<file path="config.mk">
export PLATFORM = sky130hd
export DESIGN_NAME = system_clock_select_int_osc_ctrl
export DESIGN_NICKNAME = d
export VERILOG_FILES = /design/src/clk_sel_pkg.sv /design/src/system_clock_select_int_osc_ctrl.sv
export SDC_FILE = /design/constraint.sdc
export NUM_CORES = 1
export LEC_CHECK = 0
export BUFFER_PORTS_ARGS = -buffer_cell sky130_fd_sc_hd__buf_2
export CORE_AREA = 2 2 75 77
export DETAILED_ROUTE_END_ITERATION = 6
export DIE_AREA = 0 0 77 79
export GPL_ROUTABILITY_DRIVEN = 0
export PLACE_DENSITY = 0.73
export REMOVE_ABC_BUFFERS = 1
export SYNTH_ARGS = -nofsm -noshare
export SYNTH_HDL_FRONTEND = slang
export SYNTH_SLANG_ARGS = --single-unit
</file>
<file path="constraint.sdc">
create_clock -name clk_sys_i -period 3.81 [get_ports clk_sys_i]
set_input_delay 0.5715 -clock clk_sys_i [delete_from_list [all_inputs] [get_ports clk_sys_i]]
set_output_delay 0.5715 -clock clk_sys_i [all_outputs]
set_load 0.02 [all_outputs]
</file>
<file path="src/clk_sel_pkg.sv">
// Package with register map, field layout, reset values and types for the clock selector.
package clk_sel_pkg;

    // Register indices as printed; byte address is four times the index.
    localparam logic [7:0] SRC_SEL_IDX = 8'h8f;
    localparam logic [7:0] OSC_CTRL_IDX = 8'ha1;
    // External oscillator control: only the crystal-valid and enable bits live here.
    localparam logic [7:0] EXT_OSC_IDX = 8'hb1;
    localparam logic [9:0] SRC_SEL_ADDR = {SRC_SEL_IDX, 2'b00};
    localparam logic [9:0] OSC_CTRL_ADDR = {OSC_CTRL_IDX, 2'b00};
    localparam logic [9:0] EXT_OSC_ADDR = {EXT_OSC_IDX, 2'b00};

    // Field positions in the oscillator control register.
    localparam int ENABLE_LSB = 6;
    localparam int SUSPEND_BIT = 5;
    localparam int READY_BIT = 4;
    localparam int RESERVED_BIT = 3;
    // Field positions in the external oscillator register.
    localparam int EXT_VALID_BIT = 7;
    localparam int EXT_EN_BIT = 0;

    // Reset values.
    localparam logic [1:0] SRC_RESET = 2'h0;
    localparam logic [1:0] ENABLE_RESET = 2'h3;
    localparam logic [2:0] DIV_RESET = 3'h0;

    // Source select codes.
    typedef enum logic [1:0] {
        SRC_INT = 2'b00,
        SRC_EXT = 2'b01,
        SRC_MUL = 2'b10,
        SRC_RSV = 2'b11
    } src_t;

    // Oscillator enable codes.
    localparam logic [1:0] OSC_OFF = 2'b00;
    localparam logic [1:0] OSC_ON = 2'b11;

    // Divider: code 0 divides by 128, code 7 by 1.
    localparam logic [2:0] DIV_BY_ONE = 3'h7;
    localparam int DIV_CNT_W = 7;

    // Oscillator settle delay after enable, in internal oscillator cycles.
    localparam logic [3:0] SETTLE_CYCLES = 4'h8;

    // Wake sources bundled together.
    typedef struct packed {
        logic [3:0] port_match;
        logic cmp0_enabled;
        logic cmp0_out;
    } wake_t;

    // Clock enables for the three raw sources.
    typedef struct packed {
        logic int_osc;
        logic ext_osc;
        logic mul;
    } src_tick_t;

endpackage

</file>
<file path="src/system_clock_select_int_osc_ctrl.sv">
// System clock source selector and internal oscillator controller with Wishbone registers.
`timescale 1ns/1ps
`default_nettype none

// Contract
// - Source field 00 internal divided, 01 external, 10 multiplier, 11 reserved.
// - Source may change on the fly; software picks only enabled settled sources.
// - External oscillator stays available to timers and counter array always.
// - Crystal-valid flag reads 1 once the external resonator has settled.
// - Internal oscillator is usable right after the write that enables it.
// - Every reset runs the system clock from the internal oscillator.
// - Divider codes 000..111 divide by 128 down to 1; reset is 128.
// - Writing suspend bit 5 halts internal oscillator and its system clock.
// - Suspend ends on port 0-3 match or comparator 0 enabled with output low.
// - Wake resumes oscillator and clocks regardless of any interrupt.
// - Enable field 00 disables oscillator, 11 enables it except in suspend.
// - Frequency-ready flag reads 1 only while oscillator runs at programmed rate.
// - Reserved bit 3 of oscillator control reads 0; software writes 0.
// - Source select bits 7:2 read zero and ignore writes.
module system_clock_select_int_osc_ctrl (
    input wire logic clk_sys_i,
    input wire logic rst_i,
    input wire logic wb_cyc_i,
    input wire logic wb_stb_i,
    input wire logic wb_we_i,
    input wire logic [31:0] wb_adr_i,
    input wire logic [31:0] wb_dat_i,
    input wire logic [3:0] wb_sel_i,
    output logic [31:0] wb_dat_o,
    output logic wb_ack_o,
    output logic wb_err_o,
    input wire clk_sel_pkg::src_tick_t src_tick_i,
    input wire logic ext_settled_i,
    input wire clk_sel_pkg::wake_t wake_i,
    output logic system_clock_tick_o,
    output logic ext_tick_o,
    output logic int_osc_run_o,
    output logic suspended_o,
    output logic ext_osc_en_o,
    output logic [1:0] active_src_o
);

    // Divider counter width, declared ahead of the registers that use it.
    localparam int DIV_CNT_W_L = clk_sel_pkg::DIV_CNT_W;

    // Register state.
    logic [1:0] src_reg;
    logic [1:0] osc_en_reg;
    logic suspend_reg;
    logic [2:0] div_reg;
    logic ext_en_reg;
    logic ack_reg;
    logic err_reg;
    logic [31:0] rdata_reg;
    logic [DIV_CNT_W_L-1:0] div_cnt_reg;
    logic [3:0] settle_reg;
    logic [1:0] active_reg;
    logic [2:0] active_div_reg;
    logic tick_reg;
    logic ext_tick_reg;

    // Decode a byte address into one of the known registers.
    function automatic logic [1:0] reg_hit(input logic [31:0] adr);
        logic [1:0] hit;
        hit = 2'h0;
        if (adr[31:10] == 22'h0) begin
            if (adr[9:0] == clk_sel_pkg::SRC_SEL_ADDR) begin
                hit = 2'h1;
            end else if (adr[9:0] == clk_sel_pkg::OSC_CTRL_ADDR) begin
                hit = 2'h2;
            end else if (adr[9:0] == clk_sel_pkg::EXT_OSC_ADDR) begin
                hit = 2'h3;
            end
        end
        return hit;
    endfunction

    // Mask for the terminal count of the divider: code 0 wraps at 127, code 7 at 0.
    function automatic logic [DIV_CNT_W_L-1:0] div_mask(input logic [2:0] code);
        return DIV_CNT_W_L'(7'h7f >> code);
    endfunction

    logic req;
    logic [1:0] hit;
    logic wr_en;
    logic osc_running;
    logic int_ready;
    logic wake_evt;
    logic div_wrap;
    logic src_tick_now;
    logic [31:0] rd_mux;

    assign req = wb_cyc_i && wb_stb_i && !ack_reg && !err_reg;
    assign hit = reg_hit(wb_adr_i);
    assign wr_en = req && wb_we_i && wb_sel_i[0] && (hit != 2'h0);

    // Wake from any port match or comparator 0 enabled with output low.
    assign wake_evt = (|wake_i.port_match) || (wake_i.cmp0_enabled && !wake_i.cmp0_out);

    // Oscillator runs with enable 11 and no suspend; reserved codes count as off.
    assign osc_running = (osc_en_reg == clk_sel_pkg::OSC_ON) && !suspend_reg;
    assign int_ready = osc_running && (settle_reg == 4'h0);

    // Bus answer: one cycle after the request, err for unmapped addresses.
    always_ff @(posedge clk_sys_i) begin
        if (rst_i) begin
            ack_reg <= 1'b0;
            err_reg <= 1'b0;
        end else begin
            ack_reg <= req && (hit != 2'h0);
            err_reg <= req && (hit == 2'h0);
        end
    end

    // Read data mux; unused and reserved bits read as zero.
    always_comb begin
        rd_mux = 32'h0000_0000;
        unique case (hit)
            2'h1: rd_mux[1:0] = src_reg;
            2'h2: begin
                rd_mux[7:6] = osc_en_reg;
                rd_mux[clk_sel_pkg::SUSPEND_BIT] = suspend_reg;
                rd_mux[clk_sel_pkg::READY_BIT] = int_ready;
                rd_mux[clk_sel_pkg::RESERVED_BIT] = 1'b0;
                rd_mux[2:0] = div_reg;
            end
            2'h3: begin
                rd_mux[clk_sel_pkg::EXT_VALID_BIT] = ext_en_reg && ext_settled_i;
                rd_mux[clk_sel_pkg::EXT_EN_BIT] = ext_en_reg;
            end
            2'h0: rd_mux = 32'h0000_0000;
        endcase
    end

    always_ff @(posedge clk_sys_i) begin
        if (rst_i) begin
            rdata_reg <= 32'h0000_0000;
        end else if (req && !wb_we_i) begin
            rdata_reg <= rd_mux;
        end
    end

    // Source select register; reset points at the internal oscillator.
    always_ff @(posedge clk_sys_i) begin
        if (rst_i) begin
            src_reg <= clk_sel_pkg::SRC_RESET;
        end else if (wr_en && hit == 2'h1) begin
            src_reg <= wb_dat_i[1:0];
        end
    end

    // Oscillator control fields; writing bit 3 has no effect.
    always_ff @(posedge clk_sys_i) begin
        if (rst_i) begin
            osc_en_reg <= clk_sel_pkg::ENABLE_RESET;
            div_reg <= clk_sel_pkg::DIV_RESET;
        end else if (wr_en && hit == 2'h2) begin
            osc_en_reg <= wb_dat_i[7:6];
            div_reg <= wb_dat_i[2:0];
        end
    end

    // Suspend: a wake in the same cycle as the write wins, so a wake is never lost.
    always_ff @(posedge clk_sys_i) begin
        if (rst_i) begin
            suspend_reg <= 1'b0;
        end else if (wake_evt) begin
            suspend_reg <= 1'b0;
        end else if (wr_en && hit == 2'h2) begin
            suspend_reg <= wb_dat_i[clk_sel_pkg::SUSPEND_BIT];
        end
    end

    // External oscillator enable.
    always_ff @(posedge clk_sys_i) begin
        if (rst_i) begin
            ext_en_reg <= 1'b0;
        end else if (wr_en && hit == 2'h3) begin
            ext_en_reg <= wb_dat_i[clk_sel_pkg::EXT_EN_BIT];
        end
    end

    // Settle counter for the ready flag only; selection never waits on it.
    always_ff @(posedge clk_sys_i) begin
        if (rst_i) begin
            settle_reg <= 4'h0;
        end else if (!osc_running) begin
            settle_reg <= clk_sel_pkg::SETTLE_CYCLES;
        end else if (settle_reg != 4'h0 && src_tick_i.int_osc) begin
            settle_reg <= settle_reg - 4'h1;
        end
    end

    // Internal oscillator divider counter, advancing on raw oscillator ticks.
    assign div_wrap = ((div_cnt_reg & div_mask(active_div_reg)) == div_mask(active_div_reg));
    always_ff @(posedge clk_sys_i) begin
        if (rst_i) begin
            div_cnt_reg <= '0;
        end else if (osc_running && src_tick_i.int_osc) begin
            div_cnt_reg <= div_cnt_reg + DIV_CNT_W_L'(1);
        end
    end

    // Current source tick, before any switch is applied.
    always_comb begin
        src_tick_now = 1'b0;
        unique case (active_reg)
            clk_sel_pkg::SRC_INT: src_tick_now = osc_running && src_tick_i.int_osc && div_wrap;
            clk_sel_pkg::SRC_EXT: src_tick_now = src_tick_i.ext_osc;
            clk_sel_pkg::SRC_MUL: src_tick_now = src_tick_i.mul;
            default: src_tick_now = 1'b0;
        endcase
    end

    // Switch source and divider at a period boundary of the old clock, or at once while
    // the active internal oscillator is stopped, so no running period is cut short.
    // Reserved source code is ignored and the old source kept.
    always_ff @(posedge clk_sys_i) begin
        if (rst_i) begin
            active_reg <= clk_sel_pkg::SRC_INT;
            active_div_reg <= clk_sel_pkg::DIV_RESET;
        end else if (src_tick_now || (active_reg == clk_sel_pkg::SRC_INT && !osc_running)) begin
            if (src_reg != clk_sel_pkg::SRC_RSV) begin
                active_reg <= src_reg;
            end
            active_div_reg <= div_reg;
        end
    end

    // Output tick registers; suspended internal source gives no ticks until wake.
    always_ff @(posedge clk_sys_i) begin
        if (rst_i) begin
            tick_reg <= 1'b0;
            ext_tick_reg <= 1'b0;
        end else begin
            tick_reg <= src_tick_now;
            ext_tick_reg <= src_tick_i.ext_osc;
        end
    end

    assign wb_ack_o = ack_reg;
    assign wb_err_o = err_reg;
    assign wb_dat_o = rdata_reg;
    assign system_clock_tick_o = tick_reg;
    assign ext_tick_o = ext_tick_reg;
    assign int_osc_run_o = osc_running;
    assign suspended_o = suspend_reg;
    assign ext_osc_en_o = ext_en_reg;
    assign active_src_o = active_reg;

    // Suspend write halts the internal oscillator within one cycle.
    suspend_halt_a: assert property (@(posedge clk_sys_i) disable iff (rst_i)
        (wr_en && hit == 2'h2 && wb_dat_i[5] && !wake_evt) |=> !int_osc_run_o)
        else $error("suspend write did not halt oscillator");

    // Any wake clears suspend on the next edge.
    wake_clears_a: assert property (@(posedge clk_sys_i) disable iff (rst_i)
        wake_evt |=> !suspended_o)
        else $error("wake event did not end suspend");

    // No system clock tick from a suspended internal source.
    no_tick_susp_a: assert property (@(posedge clk_sys_i) disable iff (rst_i)
        (suspended_o && active_src_o == 2'b00) |=> !system_clock_tick_o)
        else $error("tick while suspended");

    // Reserved bit reads zero; a write ack leaves the last read data in place.
    reserved_zero_a: assert property (@(posedge clk_sys_i) disable iff (rst_i)
        (wb_ack_o && $past(hit) == 2'h2 && !$past(wb_we_i)) |-> wb_dat_o[3] == 1'b0)
        else $error("reserved bit read as one");

    // Unused select bits read zero.
    sel_upper_a: assert property (@(posedge clk_sys_i) disable iff (rst_i)
        (wb_ack_o && $past(hit) == 2'h1 && !$past(wb_we_i)) |-> wb_dat_o[31:2] == 30'h0)
        else $error("unused select bits nonzero");

    // Ready flag never set while oscillator is off.
    ready_off_a: assert property (@(posedge clk_sys_i) disable iff (rst_i)
        !osc_running |-> !int_ready)
        else $error("ready flag while oscillator stopped");

    // Active source never takes the reserved code.
    src_legal_a: assert property (@(posedge clk_sys_i) disable iff (rst_i)
        active_src_o != 2'b11)
        else $error("reserved source active");

    // Source changes only at a boundary of the old clock or while the internal oscillator is stopped.
    switch_edge_a: assert property (@(posedge clk_sys_i) disable iff (rst_i)
        $changed(active_src_o) |-> $past(src_tick_now) || $past(!osc_running))
        else $error("source switched mid period");

    // Internal oscillator divided by one ticks right after enable write.
    osc_immediate_a: assert property (@(posedge clk_sys_i) disable iff (rst_i)
        (int_osc_run_o && active_src_o == 2'b00 && active_div_reg == 3'h7
            && src_tick_i.int_osc) |=> system_clock_tick_o)
        else $error("oscillator not usable immediately");

    // External tick passes through regardless of the selected source.
    ext_avail_a: assert property (@(posedge clk_sys_i) disable iff (rst_i)
        src_tick_i.ext_osc |=> ext_tick_o)
        else $error("external tick lost");

endmodule
`default_nettype wire

</file>
==> impl_metrics.ini <==
[die]
die_area_um2 = 6080
fp.dieH_um = 79
fp.dieW_um = 77
initial_core_util_pct = 38.1
rows = 27
io_pins = 124
coreArea_um2 = 5340

[sta]
rsz0062_at_grt = false
setup_viol = 0
layout_setup_ws_ns = 1.27
period_needed_ns = 2.54
relSlewSlack_pct = 54.2
drv_slew = 0
worstMarginPinSlew_ns = 0.686
hold_viol = 0
period_share_pct = 66.7
max_freq_mhz = 393
setup-tns-final_ns = 0
skew_ns = 0.00604

[cells_and_area]
syn_to_final_growth_pct = 20.9
layout.nets = 391
drive_gt1_share_pct = 27.8
antenna_cells = 0
nFillCells = 531

[yosys]
synth_most_common_cell = dfxtp_1
synth_area_um2 = 2030
synth_top_area_share_pct = 35.4
ys_seq_area_share_pct = 35.4
yosysUniqueCellTypes = 49
synth_ff_type = dfxtp_1
ys_ff_latch = 36
synth_cells = 233
netlist_top_cells_count = 36 x dfxtp_1, 25 x buf_4, 25 x nor2_1, 12 x nand3_1
synth_edf_count = 0
synth-async-reset-ratio_pct = 0
syn_area_per_cell_um2 = 8.73
synth_top_cells_by_area = dfxtp_1 35%, buf_4 9.2%, mux2i_1 5.4%
yosysTopAreaCell = dfxtp_1
yosysWarnings = 0

[route]
drt-pass1-iter-count = 4
drc_errors = 0
drtAntennaViolNets = 0
vias_per_cell = 4.84
drtIter0Drc = 89
wirelength_um = 4290
avgRoutedWirePerCell_um = 11.5
vias = 1812

[critical_path]
crit_fanout = 8
worst-path-buf-inv = 1
crit_type = in -> reg
cp_cell_sequence = buf_2 > nor4b_1 > nand4_1 > nor2_1 > o21ai_0 > ha_1 > and3b_1 > nand3_2 > mux2i_1 > a2111oi_0
cp_top_family = simple AND/OR/NAND/NOR gates
worstPathArrival_ns = 2.72
crit_required_ns = 3.99
r2r_end = active_div_reg[0]
cp-start-kind = primary input
r2r_cells = 4
crit_path_end_kind = register
rrSetupSlack_ns = 2.09
crit_slowest_cell = nor4b_1
slowest_delay_ns = 0.34
r2r_start = active_src_o[1]

[clock_network]
cts.path.max_buffers = 2
cts_buffers = 5
clkSinkCount = 36
htreeDepth = 2
clk-insertion-delay-late_ns = 0.30
post_cts_buffers = 0
ctsResizeCount = 0
clock-root-buffer = clkbuf_8
clk_pin_slew_ns = 0.08
cts_tree = done
hold_buffers = 0

[global_routing]
grt_pass1_wl_um = 6960
grt-ovfl-total = 0
antenna_found_initial = 0
grt_max_degree = 40
first_global_vias = 1609
track_usage_pct = 14.2

[hold_path]
min_delay_path_depth = 2
min_from = wb_dat_o[4]
hold_class = reg -> reg
min_to = wb_dat_o[4]

[pwr]
pwr-share-clk_pct = 37.6
p_int_mw = 0.663
seqPwrFrac_pct = 44.7
ir_drop_mv = 0.194
combPwrFrac_pct = 17.7
p_leak_nw = 1.10
switchingPower_mw = 0.260
power.density_nw_per_um2 = 375
swShare_pct = 28.2

[place]
portBuffers = 69
post-place-ws_ns = 0.980
place_hpwl_um = 3360

[status]
outcome = completed

[flow_run]
max_cap_viol_count = 0
## logic make-up after synthesis
logic type	Yosys count	share of synthesized area, %
simple gates	90	24.1
buf+inv	42	12.4
compound gates	37	14.2
flops	36	35.4
mux	11	5.42
xor+xnor	9	3.88
fa+ha+maj	7	4.31
other cells	1	0.184
## cell usage in the layout, fill, tap and decap left out, types with 5 or more instances in the layout
master	count
nor4_1	5
nor3_1	8
nand2_1	11
nand3_1	12
buf_2	69
ha_1	7
clkbuf_8	5
xor2_1	5
conb_1	25
mux2i_1	11
nand2b_1	7
a21oi_1	11
dfxtp_1	36
nor2_1	25
inv_1	10
## tightest hold or removal path, cell delays in order (launching register included)
cell,delay [ns]
dfxtp_1,0.31
nand2_1,0.05
a21oi_1,0.05
## metrics by stage
| stage | hold slack (ns) | power (mW) | instance area (um2) | std cells | util [%] |
|---|---|---|---|---|---|
| 2_1_floorplan | 0.455 | 0.527 | 1910 | 225 | - |
| 3_3_place_gp | 0.438 | 0.577 | 2340 | 366 | 43.9 |
| 3_5_place_dp | 0.444 | 0.583 | 2340 | 366 | 43.9 |
| 4_1_cts | 0.451 | 0.930 | 2460 | 374 | 46.1 |
| 5_1_grt | 0.461 | 0.971 | 2460 | 374 | 46.1 |
| 6_report | 0.453 | 0.923 | 2460 | 374 | 46.1 |
## layer usage
layer  up-vias  GRT usage (%)  share of wire [%]
met2        67           24.3                 47
li1        915              -                  -
met5         -              0                  0
met3         5           5.00                7.0
met1       825           16.7                 45
met4         0           4.82                1.2
## power groups by stage
stage               clock network, mW  registers (mW)  logic (mW)
floorplan                           0           0.419       0.108
global placement                    0           0.420       0.157
detailed placement                  0           0.421       0.162
CTS                             0.355           0.413       0.162
global route                    0.370           0.415       0.186
finish                          0.347           0.413       0.163
## how the worst max path moves through the flow
stage,startpoint,to,slack [ns],cells after the start
floorplan,wb_adr_i[0],suspended_o,1.38,9
global placement,wb_adr_i[0],suspended_o,1.02,10
detailed placement,wb_adr_i[0],suspended_o,0.98,10
CTS,wb_adr_i[0],suspended_o,1.28,10
global route,wb_adr_i[0],suspended_o,0.99,10
finish,wb_adr_i[0],suspended_o,1.27,10
## area by class of cell
| cell class | instances | area (um2) | share of cell area [%] |
|---|---|---|---|
| multi-input cells | 179 | 1150 | 46.8 |
| flip-flops and latches | 36 | 721 | 29.3 |
| repair buffers | 69 | 345 | 14.0 |
| well taps | 72 | 90.1 | 3.66 |
| clock buffers | 5 | 68.8 | 2.80 |
| clock inverters | 3 | 46.3 | 1.88 |
| inverters | 10 | 37.5 | 1.53 |
Power figures use the tool's default switching activity.
